==> src/common/tgn_regs.svh <==
// Purpose: Register offsets, field positions, reset values and timing figures of the tone generator
// Assumes: Byte-wide register port with an 8-bit address
// Notes: Definitions only
`ifndef TGN_REGS_SVH
`define TGN_REGS_SVH

// Register offsets
`define TGN_ADDR_CTRL 8'hA0
`define TGN_ADDR_WAVE 8'hA1
`define TGN_ADDR_A_LO 8'hA2
`define TGN_ADDR_A_HI 8'hA3
`define TGN_ADDR_B_LO 8'hA4
`define TGN_ADDR_B_HI 8'hA5
`define TGN_ADDR_BURST 8'hA6
`define TGN_ADDR_ON 8'hA7
`define TGN_ADDR_OFF 8'hA8

// Field positions
`define TGN_RUN_BIT 7
`define TGN_KEY_EN_BIT 4
`define TGN_KEY_MSB 3
`define TGN_SEL_MSB 1
`define TGN_BURST_MSB 2
`define TGN_PER_MSB 5

// Reset values
`define TGN_RST_A_LO 8'h55
`define TGN_RST_A_HI 8'h15
`define TGN_RST_B_LO 8'h00
`define TGN_RST_B_HI 8'h40
`define TGN_RST_BURST 3'h0
`define TGN_RST_ON 6'h02
`define TGN_RST_OFF 6'h01

// Burst and period encodings
`define TGN_BURST_INF 3'h7
`define TGN_PER_CONT 6'h3F
`define TGN_PER_LIN_MAX 6'h14
`define TGN_PER_STEP_MIN 6'h19
`define TGN_PER_STEP_MAX 6'h3C
`define TGN_PER_STEP_BASE 8'h19
`define TGN_PER_STEP_MUL 8'h05

// Timing: one period unit is 10 ms at a 40 MHz system clock
`define TGN_CLK_HZ 40000000
`define TGN_UNIT_MS 10

// Phase offset that turns sine into cosine, and full positive amplitude for the ramp
`define TGN_QUARTER 16'h4000
`define TGN_FULL_POS 17'sh07FFF

`endif

==> src/common/tgn_pkg.sv <==
// Purpose: Shared types of the tone generator
// Assumes: Used with tgn_regs.svh
// Notes: Nothing here is imported; users write tgn_pkg::name
package tgn_pkg;

	// Burst sequencer states, one-hot
	typedef enum logic [3:0] {
		TGN_S_IDLE = 4'h1,
		TGN_S_ON = 4'h2,
		TGN_S_OFF = 4'h4,
		TGN_S_HALT = 4'h8
	} tgn_state_t;

	// Wave selection
	typedef enum logic [1:0] {
		TGN_W_SUM = 2'h0,
		TGN_W_A = 2'h1,
		TGN_W_B = 2'h2,
		TGN_W_RAMP = 2'h3
	} tgn_wave_t;

endpackage : tgn_pkg

==> src/core/tgn_sine.sv <==
// Purpose: One sine generator: 16-bit phase accumulator and quarter-wave lookup
// Assumes: tick_smp pulses once per base-rate sample, same clock
// Notes: 64 points per period; cosine taken a quarter turn ahead
`timescale 1ns/1ps
`default_nettype none
`include "tgn_regs.svh"

module tgn_sine (
	input wire logic clk_sys,
	input wire logic rst_n,
	input wire logic tick_smp,
	input wire logic phase_clr,
	input wire logic [15:0] step_word,
	output logic [15:0] phase,
	output logic signed [15:0] sin_val,
	output logic signed [15:0] cos_val
);

	logic [15:0] phase_r;
	logic [15:0] phase_nxt;
	logic [16:0] step_p1;

	// Quarter-wave sine, k = 0..16 over 0..pi/2
	function automatic logic [15:0] quarter(input logic [4:0] k);
		case (k)
			5'h00: quarter = 16'h0000;
			5'h01: quarter = 16'h0C8C;
			5'h02: quarter = 16'h18F9;
			5'h03: quarter = 16'h2528;
			5'h04: quarter = 16'h30FC;
			5'h05: quarter = 16'h3C57;
			5'h06: quarter = 16'h471D;
			5'h07: quarter = 16'h5133;
			5'h08: quarter = 16'h5A82;
			5'h09: quarter = 16'h62F2;
			5'h0A: quarter = 16'h6A6E;
			5'h0B: quarter = 16'h70E3;
			5'h0C: quarter = 16'h7642;
			5'h0D: quarter = 16'h7A7D;
			5'h0E: quarter = 16'h7D8A;
			5'h0F: quarter = 16'h7F62;
			default: quarter = 16'h7FFF;
		endcase
	endfunction : quarter

	// Full-wave lookup from the top six phase bits
	function automatic logic [15:0] wave(input logic [15:0] ph);
		logic [4:0] idx;
		logic [15:0] mag;
		idx = {1'b0, ph[13:10]};
		mag = ph[14] ? quarter(5'h10 - idx) : quarter(idx);
		wave = ph[15] ? 16'(-mag) : mag;
	endfunction : wave

	// The stored word is one less than the phase step
	assign step_p1 = {1'b0, step_word} + 17'h00001;
	assign phase_nxt = phase_clr ? 16'h0000 : (tick_smp ? phase_r + step_p1[15:0] : phase_r);
	assign phase = phase_r;
	assign sin_val = wave(phase_r);
	assign cos_val = wave(phase_r + `TGN_QUARTER);

	// Phase accumulator, one step per base-rate sample
	always_ff @(posedge clk_sys or negedge rst_n) begin
		if (!rst_n) begin
			phase_r <= 16'h0000;
		end else begin
			phase_r <= phase_nxt;
		end
	end

endmodule : tgn_sine
`default_nettype wire

==> src/core/tgn_top.sv <==
// Purpose: Dual sine tone generator with keypad tones and timed beep bursts
// Assumes: tick_smp is a one-cycle pulse at the 12 kHz or 11.025 kHz base rate, same clock
// Notes: Notes on behaviour list follows
//
// Our own choice: strobed register access.
`timescale 1ns/1ps
`default_nettype none
`include "tgn_regs.svh"

module tgn_top #(
	parameter int UNIT_CYC = `TGN_CLK_HZ / 1000 * `TGN_UNIT_MS
) (
	input wire logic clk_sys,
	input wire logic rst_n,
	input wire logic [7:0] reg_addr,
	input wire logic [7:0] reg_wdata,
	input wire logic reg_wr,
	input wire logic reg_rd,
	output logic [7:0] reg_rdata,
	input wire logic tick_smp,
	input wire logic rate_fam_44k,
	output logic signed [15:0] tone_sample,
	output logic tone_valid,
	output logic tone_active
);

	// Software registers
	logic run_r;
	logic key_en_r;
	logic [3:0] key_r;
	logic [1:0] sel_r;
	logic [7:0] a_lo_r, a_hi_r, b_lo_r, b_hi_r;
	logic [2:0] burst_r;
	logic [5:0] on_r, off_r;
	logic [7:0] rdata_r;
	// Sequencer and output state
	tgn_pkg::tgn_state_t state_r, state_nxt;
	logic [31:0] pre_cnt_r;
	logic [7:0] per_cnt_r;
	logic [5:0] cyc_r;
	logic signed [15:0] sample_r;
	logic valid_r;

	// Keypad row (A) and column (B) step words for both rate families
	function automatic logic [31:0] key_words(input logic [3:0] key, input logic fam);
		logic [1:0] row;
		logic [1:0] col;
		logic [15:0] rw;
		logic [15:0] cw;
		case (key)
			4'h1, 4'h2, 4'h3, 4'hA: row = 2'h0;
			4'h4, 4'h5, 4'h6, 4'hB: row = 2'h1;
			4'h7, 4'h8, 4'h9, 4'hC: row = 2'h2;
			default: row = 2'h3;
		endcase
		case (key)
			4'h1, 4'h4, 4'h7, 4'hE: col = 2'h0;
			4'h2, 4'h5, 4'h8, 4'h0: col = 2'h1;
			4'h3, 4'h6, 4'h9, 4'hF: col = 2'h2;
			default: col = 2'h3;
		endcase
		case ({fam, row})
			3'h0: rw = 16'h0EDE;
			3'h1: rw = 16'h106C;
			3'h2: rw = 16'h122C;
			3'h3: rw = 16'h1412;
			3'h4: rw = 16'h102E;
			3'h5: rw = 16'h11E0;
			3'h6: rw = 16'h13C8;
			default: rw = 16'h15D9;
		endcase
		case ({fam, col})
			3'h0: cw = 16'h19CA;
			3'h1: cw = 16'h1C7F;
			3'h2: cw = 16'h1F81;
			3'h3: cw = 16'h22D5;
			3'h4: cw = 16'h1C12;
			3'h5: cw = 16'h1F05;
			3'h6: cw = 16'h224B;
			default: cw = 16'h25EA;
		endcase
		key_words = {rw, cw};
	endfunction : key_words

	// Period code to count of 10 ms units; reserved codes act as one unit
	function automatic logic [7:0] per_units(input logic [5:0] code);
		if (code != 6'h00 && code <= `TGN_PER_LIN_MAX) begin
			per_units = {2'h0, code};
		end else if (code >= `TGN_PER_STEP_MIN && code <= `TGN_PER_STEP_MAX) begin
			per_units = `TGN_PER_STEP_BASE + 8'({2'h0, code - `TGN_PER_STEP_MIN} * `TGN_PER_STEP_MUL);
		end else begin
			per_units = 8'h01;
		end
	endfunction : per_units

	// Burst code to number of beep cycles
	function automatic logic [5:0] burst_cycles(input logic [2:0] code);
		case (code)
			3'h0: burst_cycles = 6'h01;
			3'h1: burst_cycles = 6'h02;
			3'h2: burst_cycles = 6'h03;
			3'h3: burst_cycles = 6'h04;
			3'h4: burst_cycles = 6'h08;
			3'h5: burst_cycles = 6'h10;
			default: burst_cycles = 6'h20;
		endcase
	endfunction : burst_cycles

	// Register decode
	wire wr_ctrl = reg_wr && reg_addr == `TGN_ADDR_CTRL;
	wire [31:0] kw = key_words(key_r, rate_fam_44k);
	wire [15:0] step_a = key_en_r ? kw[31:16] : {a_hi_r, a_lo_r};
	wire [15:0] step_b = key_en_r ? kw[15:0] : {b_hi_r, b_lo_r};

	// Generators and wave selection
	wire start = state_r == tgn_pkg::TGN_S_IDLE && run_r;
	wire signed [15:0] sin_a, cos_a, sin_b;
	wire [15:0] ph_a, ph_b;
	tgn_sine u_gen_a (
		.clk_sys(clk_sys),
		.rst_n(rst_n),
		.tick_smp(tick_smp),
		.phase_clr(start),
		.step_word(step_a),
		.phase(ph_a),
		.sin_val(sin_a),
		.cos_val(cos_a)
	);
	tgn_sine u_gen_b (
		.clk_sys(clk_sys),
		.rst_n(rst_n),
		.tick_smp(tick_smp),
		.phase_clr(start),
		.step_word(step_b),
		.phase(ph_b),
		.sin_val(sin_b),
		.cos_val()
	);
	// Halving keeps the sum and the ramp inside 16 bits without clipping
	wire signed [16:0] sum_ab = {sin_a[15], sin_a} + {sin_b[15], sin_b};
	wire signed [16:0] ramp = `TGN_FULL_POS - {cos_a[15], cos_a};
	wire signed [15:0] mix = sel_r == tgn_pkg::TGN_W_SUM ? sum_ab[16:1] :
		sel_r == tgn_pkg::TGN_W_A ? sin_a :
		sel_r == tgn_pkg::TGN_W_B ? sin_b : ramp[16:1];
	wire zero_cross = mix == 16'sh0000 || mix[15] != sample_r[15];

	// Period timing
	wire unit_tick = pre_cnt_r == 32'(UNIT_CYC - 1);
	wire on_cont = on_r == `TGN_PER_CONT;
	wire off_cont = off_r == `TGN_PER_CONT;
	wire on_exp = unit_tick && per_cnt_r == per_units(on_r) - 8'h01;
	wire off_exp = unit_tick && per_cnt_r == per_units(off_r) - 8'h01;
	wire burst_last = burst_r != `TGN_BURST_INF && cyc_r + 6'h01 == burst_cycles(burst_r);
	wire playing = state_r == tgn_pkg::TGN_S_ON || state_r == tgn_pkg::TGN_S_HALT;

	// Burst sequencer
	always_comb begin
		state_nxt = state_r;
		case (state_r)
			tgn_pkg::TGN_S_IDLE: begin
				if (run_r) state_nxt = tgn_pkg::TGN_S_ON;
			end
			tgn_pkg::TGN_S_ON: begin
				if (on_cont) begin
					if (!run_r) state_nxt = tgn_pkg::TGN_S_HALT;
				end else if (on_exp) begin
					state_nxt = tgn_pkg::TGN_S_OFF;
				end
			end
			tgn_pkg::TGN_S_OFF: begin
				if (off_cont) begin
					if (!run_r) state_nxt = tgn_pkg::TGN_S_IDLE;
				end else if (off_exp) begin
					// With timed periods a cleared run bit ends the burst only here, at the cycle boundary
					state_nxt = (burst_last || !run_r) ? tgn_pkg::TGN_S_IDLE : tgn_pkg::TGN_S_ON;
				end
			end
			tgn_pkg::TGN_S_HALT: begin
				if (tick_smp && zero_cross) state_nxt = tgn_pkg::TGN_S_IDLE;
			end
			default: state_nxt = tgn_pkg::TGN_S_IDLE;
		endcase
	end
	wire done = state_r != tgn_pkg::TGN_S_IDLE && state_nxt == tgn_pkg::TGN_S_IDLE;
	wire new_phase = state_nxt != state_r;

	// Sequencer registers; unit and period counters restart on every state change, the cycle count on start
	always_ff @(posedge clk_sys or negedge rst_n) begin
		if (!rst_n) begin
			state_r <= tgn_pkg::TGN_S_IDLE;
			pre_cnt_r <= 32'h0000_0000;
			per_cnt_r <= 8'h00;
			cyc_r <= 6'h00;
		end else begin
			state_r <= state_nxt;
			pre_cnt_r <= (new_phase || unit_tick) ? 32'h0000_0000 : pre_cnt_r + 32'h0000_0001;
			per_cnt_r <= new_phase ? 8'h00 : (unit_tick ? per_cnt_r + 8'h01 : per_cnt_r);
			if (start) cyc_r <= 6'h00;
			else if (state_r == tgn_pkg::TGN_S_OFF && state_nxt == tgn_pkg::TGN_S_ON) cyc_r <= cyc_r + 6'h01;
		end
	end

	// Control register; a software write wins over the self-clear
	always_ff @(posedge clk_sys or negedge rst_n) begin
		if (!rst_n) begin
			run_r <= 1'b0;
			key_en_r <= 1'b0;
			key_r <= 4'h0;
		end else if (wr_ctrl) begin
			run_r <= reg_wdata[`TGN_RUN_BIT];
			key_en_r <= reg_wdata[`TGN_KEY_EN_BIT];
			key_r <= reg_wdata[`TGN_KEY_MSB:0];
		end else if (done) begin
			run_r <= 1'b0;
		end
	end

	// Remaining configuration registers
	always_ff @(posedge clk_sys or negedge rst_n) begin
		if (!rst_n) begin
			sel_r <= tgn_pkg::TGN_W_SUM;
			a_lo_r <= `TGN_RST_A_LO;
			a_hi_r <= `TGN_RST_A_HI;
			b_lo_r <= `TGN_RST_B_LO;
			b_hi_r <= `TGN_RST_B_HI;
			burst_r <= `TGN_RST_BURST;
			on_r <= `TGN_RST_ON;
			off_r <= `TGN_RST_OFF;
		end else if (reg_wr) begin
			case (reg_addr)
				`TGN_ADDR_WAVE: sel_r <= reg_wdata[`TGN_SEL_MSB:0];
				`TGN_ADDR_A_LO: a_lo_r <= reg_wdata;
				`TGN_ADDR_A_HI: a_hi_r <= reg_wdata;
				`TGN_ADDR_B_LO: b_lo_r <= reg_wdata;
				`TGN_ADDR_B_HI: b_hi_r <= reg_wdata;
				`TGN_ADDR_BURST: burst_r <= reg_wdata[`TGN_BURST_MSB:0];
				`TGN_ADDR_ON: on_r <= reg_wdata[`TGN_PER_MSB:0];
				`TGN_ADDR_OFF: off_r <= reg_wdata[`TGN_PER_MSB:0];
				default: ;
			endcase
		end
	end

	// Read mux; reserved bits and unmapped offsets read zero
	wire [7:0] rd_mux = reg_addr == `TGN_ADDR_CTRL ? {run_r, 2'h0, key_en_r, key_r} :
		reg_addr == `TGN_ADDR_WAVE ? {6'h00, sel_r} :
		reg_addr == `TGN_ADDR_A_LO ? a_lo_r :
		reg_addr == `TGN_ADDR_A_HI ? a_hi_r :
		reg_addr == `TGN_ADDR_B_LO ? b_lo_r :
		reg_addr == `TGN_ADDR_B_HI ? b_hi_r :
		reg_addr == `TGN_ADDR_BURST ? {5'h00, burst_r} :
		reg_addr == `TGN_ADDR_ON ? {2'h0, on_r} :
		reg_addr == `TGN_ADDR_OFF ? {2'h0, off_r} : 8'h00;

	// Read data stands one cycle after the strobe only
	always_ff @(posedge clk_sys or negedge rst_n) begin
		if (!rst_n) begin
			rdata_r <= 8'h00;
		end else begin
			rdata_r <= reg_rd ? rd_mux : 8'h00;
		end
	end

	// Sample output; silent while idle or in the off period
	always_ff @(posedge clk_sys or negedge rst_n) begin
		if (!rst_n) begin
			sample_r <= 16'sh0000;
			valid_r <= 1'b0;
		end else begin
			valid_r <= tick_smp;
			if (tick_smp) sample_r <= (playing && state_nxt != tgn_pkg::TGN_S_IDLE) ? mix : 16'sh0000;
		end
	end

	assign reg_rdata = rdata_r;
	assign tone_sample = sample_r;
	assign tone_valid = valid_r;
	assign tone_active = state_r != tgn_pkg::TGN_S_IDLE;
endmodule : tgn_top
`default_nettype wire

==> config.mk <==
export PLATFORM = sky130hd
export DESIGN_NAME = tgn_top
export DESIGN_NICKNAME = d
export VERILOG_FILES = /design/src/common/tgn_pkg.sv /design/src/core/tgn_sine.sv /design/src/core/tgn_top.sv
export VERILOG_INCLUDE_DIRS = /design/src /design/src/common
export SDC_FILE = /design/constraint.sdc
export NUM_CORES = 1
export LEC_CHECK = 0
export ABC_AREA = 1
export ABC_CLOCK_PERIOD_IN_PS = 5200
export BUFFER_PORTS_ARGS = -buffer_cell sky130_fd_sc_hd__buf_2
export CAP_MARGIN = 20
export CORE_UTILIZATION = 30
export DETAILED_ROUTE_END_ITERATION = 8
export SLEW_MARGIN = 15
export SYNTH_ARGS = -nofsm -noshare
export SYNTH_HDL_FRONTEND = slang
export SYNTH_SLANG_ARGS = --single-unit
export TNS_END_PERCENT = 30
==> constraint.sdc <==
create_clock -name clk_sys -period 5.2 [get_ports clk_sys]
set_clock_uncertainty 0.2 [all_clocks]
set_input_delay 1.3 -clock clk_sys [delete_from_list [all_inputs] [get_ports clk_sys]]
set_output_delay 1.3 -clock clk_sys [all_outputs]
set_load 0.01 [all_outputs]
==> out/results.tsv, run 1 <==
metric	value	unit
Setup CP Type	flop to flop	
YS warnings	0	
Post-Synthesis Cells	2430	
row cnt	83	
TritonCTS Buffers	17	
setup violators final	0	
Detail Route Antenna Nets	0	
worst hold path class	flop to flop	
hold slack	0.2742	ns
ratio of cells with drive above 1 in the final layout	20.30	%
fill count	5496	
unrepaired setup endpoints after global routing	true	
crit start category	flop	
crit-path max cell delay	0.40	ns
Core Area	51200	um2
Die Y	229.5	um
area added between synthesis and finish	24.09	%
deepest clock path buffer count	2	
Final #Nets	2742	
DR vias/cell	4.902	
GRT Util Overall	17.93	%
Post-synth EDFFs	0	
Die Area	52670	um2
Skew-Pair Late Insertion Delay	0.50	ns
crit share post-route	96.76	%
Distinct cells, synth	61	
H-Tree Level Count	4	
total grt overflow	0	
global-route wire length before repair	76.42	mm
Synth Flop Type	dfrtp_1	
clock tree from TritonCTS	built	
hold_buf cts	0	
commonest non-fill, non-tap cell in the layout	nand2_1	
DR iter-0 viols	1065	
total of max-cap violations	0	
TritonRoute pass-1 iters	7	
GPL Wtd Cong	0.9733	
# DRC	2	
antenna cells	0	
outcome	complete, but fails checks	
Slew HR	48.16	%
IO Pins	48	
violated checks	design-rule violations	
Initial Util	30.33	%
clk sinks	162	
Post-synth ARST share	100.0	%
Tightest Pin Transition	0.7767	ns
Wirelength per Cell	14.16	um
Seq/Total Area, Yosys	26.20	%
DP HPWL	35.93	mm
Data required, critical path	5.42	ns
pins over their slew limit	0	
Fmax	0.1987	GHz
FF+latch count, synth	162	
Die Wd	229.5	um
number of global-route vias before repair	15120	
vias	16250	
CP max FO	8	
average size of a mapped cell	6.390	um2
CTS Root Cell	clkbuf_16	
CP most frequent cell	nand2_1	
commonest cells after routing, fill and taps aside	nand2_1 (666), inv_1 (285), nor2_1 (202)	
Tmin final	5.032	ns
WP data arrival	5.26	ns
Worst-path clk slew	0.08	ns
CP endpoint kind	flop	
synthesized cell area	15530	um2
Total Wirelength	46.95	mm
Syn Nets	2550	
slowest CP cell	dfrtp_1	
initial antenna violation count	0	
number of buffers added on ports	47	
final-report hold violation count	0	
largest net degree at the start of global routing	97	
==> path summary, 6_finish.rpt <==
| kind | start | slack, ns | to | cells past startpoint |
|---|---|---|---|---|
| max | u_gen_b.phase[10] | 0.17 | pre_cnt_r[1] | 38 |
| min | tone_sample[3] | 0.27 | tone_sample[3] | 2 |
| max reg2reg | u_gen_b.phase[10] | 0.17 | pre_cnt_r[1] | 38 |
| min reg2reg | tone_sample[3] | 0.27 | tone_sample[3] | 2 |
| max in group asynchronous | rst_n | 3.22 | key_r[0] | 2 |
| min in group asynchronous | rst_n | 0.61 | tone_sample[14] | 1 |
==> critical path: cells and delay by family (launching register included) <==
family	cells	cell delay, ns
simple gates	26	2.38
buf+inv	6	0.82
compound gates	4	0.67
fa+ha+maj	2	0.47
flops	1	0.40
==> state kept, by name, summed over array words and instances (netlist names), 8 cells and up <==
register,count
u_gen_b.phase,16
pre_cnt_r,32
a_hi_r,8
u_gen_a.phase,16
b_hi_r,8
a_lo_r,8
tone_sample,16
b_lo_r,8
per_cnt_r,8
reg_rdata,8
==> final cells by class <==
type                       instances  area (um2)  share of cell area (%)
tap                              680       850.8                   4.416
multi-input combinational       1897       10770                   55.92
timing repair buffer             240        1822                   9.455
inverter                         304        1144                   5.935
sequential                       162        4071                   21.13
clock buffer                      17       425.4                   2.208
clock inverter                    15       180.2                  0.9351
==> cells in the mapped netlist (all sizes together) (2+ instances only) <==
cell,number,area [um2]
a211oi,3,22.52
o211ai,15,112.6
dfstp,11,289.0
ha,93,1164
nand2,748,2868
xnor2,14,122.6
a31oi,11,83.83
o31ai,6,45.04
nand3,217,1129
a32o,3,30.03
o2111ai,5,43.79
o22ai,20,125.1
clkbuf,37,138.9
clkinv,3,11.26
nand4,49,306.5
o21ai,200,1012
buf,30,210.2
o221ai,3,26.28
xor2,54,473.0
a221oi,4,35.03
dfrtp,151,3779
and2,7,46.30
or2,12,75.07
inv,301,1130
o21bai,10,75.07
o21a,2,15.01
nor2,253,1040
nand3b,16,120.1
a21oi,87,461.7
fa,5,100.1
nor4,7,43.79
a21o,4,30.03
nor3,24,120.1
a22o,14,122.6
a21boi,2,18.77
==> metrics by stage <==
stage               setup WS (ns)  setup TNS [ns]  cell area (um2)  std cells  util, %
floorplan                  0.2536               0            15530       2430        -
global placement         -0.05332          -1.326            17480       3245    34.15
detailed placement        -0.1518          -5.044            17480       3245    34.15
CTS                       0.01361               0            18140       3279    35.43
global route              -0.2110          -8.054            19270       3315    37.63
finish                     0.1683               0            19270       3315    37.63
==> cell families after synthesis <==
family | count (synthesis) | share of synthesized area, %
AO/OA/AOI/OAI | 392 | 14.73
XOR/XNOR | 70 | 4.134
adder cells (fa/ha/maj) | 98 | 8.139
buffers and inverters | 371 | 9.597
flip-flops | 162 | 26.20
AND/OR/NAND/NOR | 1337 | 37.20
==> routing by layer <==
layer	vias to the layer above	share of wire [%]	global-route usage (%)
met2	401	45	28.44
li1	8339	-	-
met3	74	4.6	2.403
met1	7436	48	24.64
met4	0	2.6	6.646
met5	-	0	0
==> what timing repair did <==
| action | CTS | global route |
|---|---|---|
| pin swaps | 3 | 62 |
| resized for setup | 8 | 229 |
| endpoints found under the setup margin | 55 | 59 |
| buffers inserted | 2 | 35 |
| gates cloned | 0 | 1 |
Power of run 1 is left out: the tool's default activity adds up to more than one toggle a clock period on the data nets, which glitch-free logic cannot reach.
==> run 2: changes to the inputs <==
--- a/config.mk
+++ b/config.mk
@@ -12,6 +12,7 @@
 export CAP_MARGIN = 20
 export CORE_UTILIZATION = 30
 export DETAILED_ROUTE_END_ITERATION = 8
+export MAX_ROUTING_LAYER = met4
 export SLEW_MARGIN = 15
 export SYNTH_ARGS = -nofsm -noshare
 export SYNTH_HDL_FRONTEND = slang
==> run 2 against run 1 <==
The run still ends with design-rule violations left. Core utilization grew 0.16 points. First-iteration DRC count grew 0.47%. Fmax shrank 0.48%. Design area grew 0.42%. Cell count is essentially flat. Setup slack lost 0.025 ns. Critical path depth shrank 2. Highest routed layer unchanged.
==> out/results.tsv, run 2 (synthesis gave the netlist of run 1 again) <==
metric	value	unit	change
setup violators final	0		unchanged
clock tree from TritonCTS	built		
Detail Route Antenna Nets	0		unchanged
final-report hold violation count	0		unchanged
deepest clock path buffer count	2		unchanged
clk sinks	162		unchanged
GPL Wtd Cong	0.9838		+1.1%
CP max FO	8		unchanged
largest net degree at the start of global routing	92		-5.2%
Fmax	0.1978	GHz	-0.48%
DR vias/cell	4.929		+0.55%
IO Pins	48		unchanged
Core Area	51200	um2	unchanged
CP most frequent cell	nand2_2		
Setup CP Type	flop to flop		
antenna cells	0		unchanged
hold slack	0.2612	ns	-0.01297 ns
DR iter-0 viols	1070		+0.47%
max reg flops	32		unchanged
Die Y	229.5	um	unchanged
GRT Util Overall	18.47	%	+0.54 points
Final #Nets	2739		-0.11%
slowest CP cell	dfrtp_1		
number of global-route vias before repair	15170		+0.34%
violated checks	design-rule violations		
Wirelength per Cell	14.32	um	+1.1%
ratio of cells with drive above 1 in the final layout	20.63	%	+0.33 points
crit share post-route	97.24	%	+0.47 points
CP endpoint kind	flop		
CTS Root Cell	clkbuf_16		
WP data arrival	5.26	ns	about the same
crit start category	flop		
Worst-path clk slew	0.07	ns	about the same
Skew-Pair Late Insertion Delay	0.48	ns	-0.02 ns
TritonCTS Buffers	17		unchanged
Top delay family on crit path	simple AND/OR/NAND/NOR gates		
number of buffers added on ports	47		unchanged
area added between synthesis and finish	24.61	%	
total of max-cap violations	0		unchanged
Data required, critical path	5.40	ns	-0.02 ns
Tmin final	5.056	ns	+0.02451 ns
crit-path max cell delay	0.38	ns	-0.02 ns
Slew HR	38.97	%	-9.2 points
vias	16330		+0.46%
# DRC	2		unchanged
outcome	complete, but fails checks		
Die Wd	229.5	um	unchanged
Most flops, register	pre_cnt_r		
Tightest Pin Transition	0.9155	ns	+0.1388 ns
pins over their slew limit	0		unchanged
Multi-input gate area	10910	um2	+1.2%
unrepaired setup endpoints after global routing	true		
initial antenna violation count	0		unchanged
Initial Util	30.33	%	unchanged
commonest non-fill, non-tap cell in the layout	nand2_1		
TritonRoute pass-1 iters	8		+1
fill count	5405		-1.7%
total grt overflow	0		unchanged
Total Wirelength	47.43	mm	+1.0%
Layout Utilization	37.79	%	+0.16 points
row cnt	83		unchanged
CP bufs+invs	7		+1
H-Tree Level Count	4		unchanged
DP HPWL	36.29	mm	+1.0%
global-route wire length before repair	76.82	mm	+0.51%
worst hold path class	flop to flop		
commonest cells after routing, fill and taps aside	nand2_1 (653), inv_1 (283), nor2_1 (208)		
Die Area	52670	um2	unchanged
register area	4071	um2	unchanged
-- run 2: cell count changes in the layout (fill, tap and decap cells not counted), moves of 4 or more --
cell      previous run  this run
nand2_4             14        19
clkinv_8             4         0
o21ai_1             13        17
nand3_1            186       181
nor2_2              38        31
o21ai_2             10         6
nand2_2             68        73
nor2_1             202       208
nand2_1            666       653
-- run 2: timing repair --
item | CTS | global route
gates resized for setup | 6 | 259
cloned | 0 | 1
setup buffers | 1 | 38
pin swaps | 3 | 70
hold buffers | 0 | 0
endpoints found under the setup margin | 52 | 59
-- run 2: final timing paths --
kind	from	endpoint	slack [ns]	cells past startpoint
max	u_gen_b.phase[11]	pre_cnt_r[5]	0.14	36
min	pre_cnt_r[0]	pre_cnt_r[0]	0.26	1
max reg2reg	u_gen_b.phase[11]	pre_cnt_r[5]	0.14	36
min reg2reg	pre_cnt_r[0]	pre_cnt_r[0]	0.26	1
max in group asynchronous	rst_n	u_gen_a.phase[12]	3.11	2
min in group asynchronous	rst_n	tone_sample[4]	0.66	1
-- run 2: area by class of cell --
type                    count  share of cell area [%]
clock inverters            13                  0.8407
repair buffers            237                   9.079
flip-flops and latches    162                   21.04
multi-input cells        1897                   56.36
clock buffers              19                   2.341
well taps                 680                   4.397
inverters                 304                   5.936
-- run 2: worst register-to-register path: cells and delay by family (launching register included) --
kind / cells / cell delay, ns
buffers and inverters: 7 / 0.99
adder cells (fa/ha/maj): 2 / 0.48
flip-flops: 1 / 0.38
AO/OA/AOI/OAI: 5 / 0.73
AND/OR/NAND/NOR: 22 / 2.20
-- run 2: stage by stage --
stage	instance area (um2)	setup slack (ns)	TNS (ns)	std cells
3_5_place_dp	17420	-0.1030	-2.744	3240
4_1_cts	18060	0.002539	0	3273
3_3_place_gp	17420	-0.08587	-2.586	3240
5_1_grt	19350	-0.1850	-5.575	3312
6_report	19350	0.1437	0	3312
2_1_floorplan	15530	0.2536	0	2430
-- run 2: per-layer routing --
layer  track usage (%)  part of all wire [%]
met4             5.729                   2.2
met3             2.888                   4.3
met2             27.99                    45
met1             25.06                    49
met5                 -                     0
Power of run 2 is left out for the same reason.
==> run 3: changes to the inputs <==
--- a/config.mk
+++ b/config.mk
@@ -13,6 +13,7 @@
 export CORE_UTILIZATION = 30
 export DETAILED_ROUTE_END_ITERATION = 8
 export MAX_ROUTING_LAYER = met4
+export SETUP_SLACK_MARGIN = 0.5
 export SLEW_MARGIN = 15
 export SYNTH_ARGS = -nofsm -noshare
 export SYNTH_HDL_FRONTEND = slang
==> run 3 against run 2 <==
The run now ends clean. Routed wire length increased by 2.7%. Non-clock buffer count increased by 26. Clock-buffer cell count stayed put. Critical path depth rose by 1. Worst hold slack gained 0.024 ns. Setup slack improved by 0.013 ns. First-iteration DRC count rose by 31%. Core utilization grew 1.4 points. Sequential share of layout area decreased by 0.73 points. Global-route usage is 0.46 points higher. Cell count increased by 0.79%. Register-to-register slack is essentially flat. Largest cell class unchanged.
==> out/results.tsv, run 3 (synthesis gave the netlist of run 1 again) <==
metric	value	unit	change
Slew HR	41.94	%	+3.0 points
commonest non-fill, non-tap cell in the layout	nand2_1		
unrepaired setup endpoints after global routing	true		
DR vias/cell	4.942		+0.25%
Die Area	52670	um2	unchanged
Wirelength per Cell	14.60	um	+1.9%
Multi-input gate area	11340	um2	+4.0%
hold_buf cts	0		unchanged
TritonRoute pass-1 iters	5		-3
vias	16500		+1.0%
DR iter-0 viols	1402		+31%
Setup crit start	u_gen_a.phase[10]		
crit start category	flop		
total of max-cap violations	0		unchanged
register area	4078	um2	+0.15%
Worst-path clk slew	0.07	ns	about the same
CP endpoint	pre_cnt_r[9]		
setup violators final	0		unchanged
clk sinks	162		unchanged
Detail Route Antenna Nets	0		unchanged
Total Wirelength	48.72	mm	+2.7%
Fmax	0.1983	GHz	+0.25%
WP data arrival	5.26	ns	about the same
Reg2Reg Depth	37		+2.8%
Setup CP Type	flop to flop		
Reg-to-Reg End	pre_cnt_r[9]		
Tmin final	5.043	ns	-0.01284 ns
final-report hold violation count	0		unchanged
Data required, critical path	5.42	ns	+0.02 ns
GRT Util Overall	18.93	%	+0.46 points
deepest clock path buffer count	2		unchanged
pins over their slew limit	0		unchanged
ratio of cells with drive above 1 in the final layout	24.15	%	+3.5 points
CP most frequent cell	nand2_2		
clock tree from TritonCTS	built		
total grt overflow	0		unchanged
fill count	5348		-1.1%
CTS Root Cell	clkbuf_16		
number of buffers added on ports	47		unchanged
Layout Utilization	39.21	%	+1.4 points
outcome	finished, final reports clean		
DP HPWL	36.16	mm	-0.36%
Core Area	51200	um2	unchanged
max reg flops	32		unchanged
Most flops, register	pre_cnt_r		
Final #Nets	2765		+0.95%
slowest CP cell	dfrtp_2		
# DRC	0		-2
TritonCTS Buffers	17		unchanged
number of global-route vias before repair	15480		+2.1%
commonest cells after routing, fill and taps aside	nand2_1 (633), inv_1 (276), nor2_1 (191)		
antenna cells	0		unchanged
largest net degree at the start of global routing	65		-29%
IO Pins	48		unchanged
Skew-Pair Late Insertion Delay	0.49	ns	about the same
Initial Util	30.33	%	unchanged
crit-path max cell delay	0.43	ns	+0.05 ns
global-route wire length before repair	78.83	mm	+2.6%
area added between synthesis and finish	29.28	%	
Tightest Pin Transition	0.8589	ns	-0.05663 ns
H-Tree Level Count	4		unchanged
worst r2r src	u_gen_a.phase[10]		
CP endpoint kind	flop		
crit share post-route	96.99	%	-0.25 points
CP max FO	8		unchanged
worst reg2reg setup slack	0.16	ns	about the same
Die Wd	229.5	um	unchanged
initial antenna violation count	0		unchanged
row cnt	83		unchanged
worst hold path class	flop to flop		
GPL Wtd Cong	0.9615		-2.3%
Die Y	229.5	um	unchanged
[run 3: cell types whose count changed in the layout (fill, tap and decap cells not counted), moves of 8 or more]
cell and delta:
nand3_1 -10, nand2_1 -20, nand2_2 +11, nand3_2 +10, nor2_1 -17, nor2_4 +16
buf_6 +9, a21oi_1 -8, buf_4 +12
[run 3: repair_timing]
item                       CTS  global route
pin swaps                   85            60
buffers inserted            56            13
setup endpoints to repair   57            73
resized for setup          207           162
cloned                       1             1
[run 3: area by class of cell]
type	count	area share [%]
Multi-Input combinational cell	1897	56.49
Timing Repair Buffer	263	10.32
Sequential cell	162	20.31
Clock buffer	19	2.256
Clock inverter	13	0.5921
Tap cell	680	4.238
Inverter	304	5.797
[run 3: worst max-delay path, delay by kind of cell (launching register included)]
| family | cells | cell delay [ns] |
|---|---|---|
| DFF | 1 | 0.43 |
| and+or+nand+nor | 26 | 2.63 |
| AOI/OAI and AO/OA | 3 | 0.54 |
| adders and majority gates | 2 | 0.51 |
| buffers and inverters | 6 | 0.71 |
[run 3: worst min-delay path by stage]
stage                          end  cells after the start  slack, ns           start
global placement      pre_cnt_r[0]                      1       0.25    pre_cnt_r[0]
detailed placement    pre_cnt_r[0]                      1       0.26    pre_cnt_r[0]
global route             b_hi_r[2]                      2       0.31       b_hi_r[2]
finish              tone_sample[0]                      2       0.29  tone_sample[0]
floorplan             pre_cnt_r[0]                      1       0.23    pre_cnt_r[0]
CTS                   pre_cnt_r[0]                      1       0.27    pre_cnt_r[0]
[run 3: stage by stage]
stage | hold WS (ns) | setup WS [ns] | instances | instance area [um2] | TNS, ns
after detailed placement | 0.2590 | -0.06388 | 3235 | 17510 | -1.298
after global placement | 0.2509 | -0.01549 | 3235 | 17510 | -0.2182
final | 0.2856 | 0.1566 | 3338 | 20070 | 0
after CTS | 0.2685 | 0.3283 | 3324 | 19330 | 0
after floorplan | 0.2313 | 0.5022 | 2430 | 15600 | 0
after global routing | 0.3066 | -0.2521 | 3338 | 20070 | -9.437
[run 3: per-layer routing]
layer | up-vias | wire length [um] | track usage, % | share of wire (%)
li1 | 8400 | - | - | -
met1 | 7570 | 22650 | 24.63 | 46
met2 | 437 | 22650 | 30.38 | 46
met3 | 88 | 2362 | 2.677 | 4.8
met4 | 0 | 1059 | 5.479 | 2.2
met5 | - | 0 | - | 0
Power of run 3 is left out for the same reason.
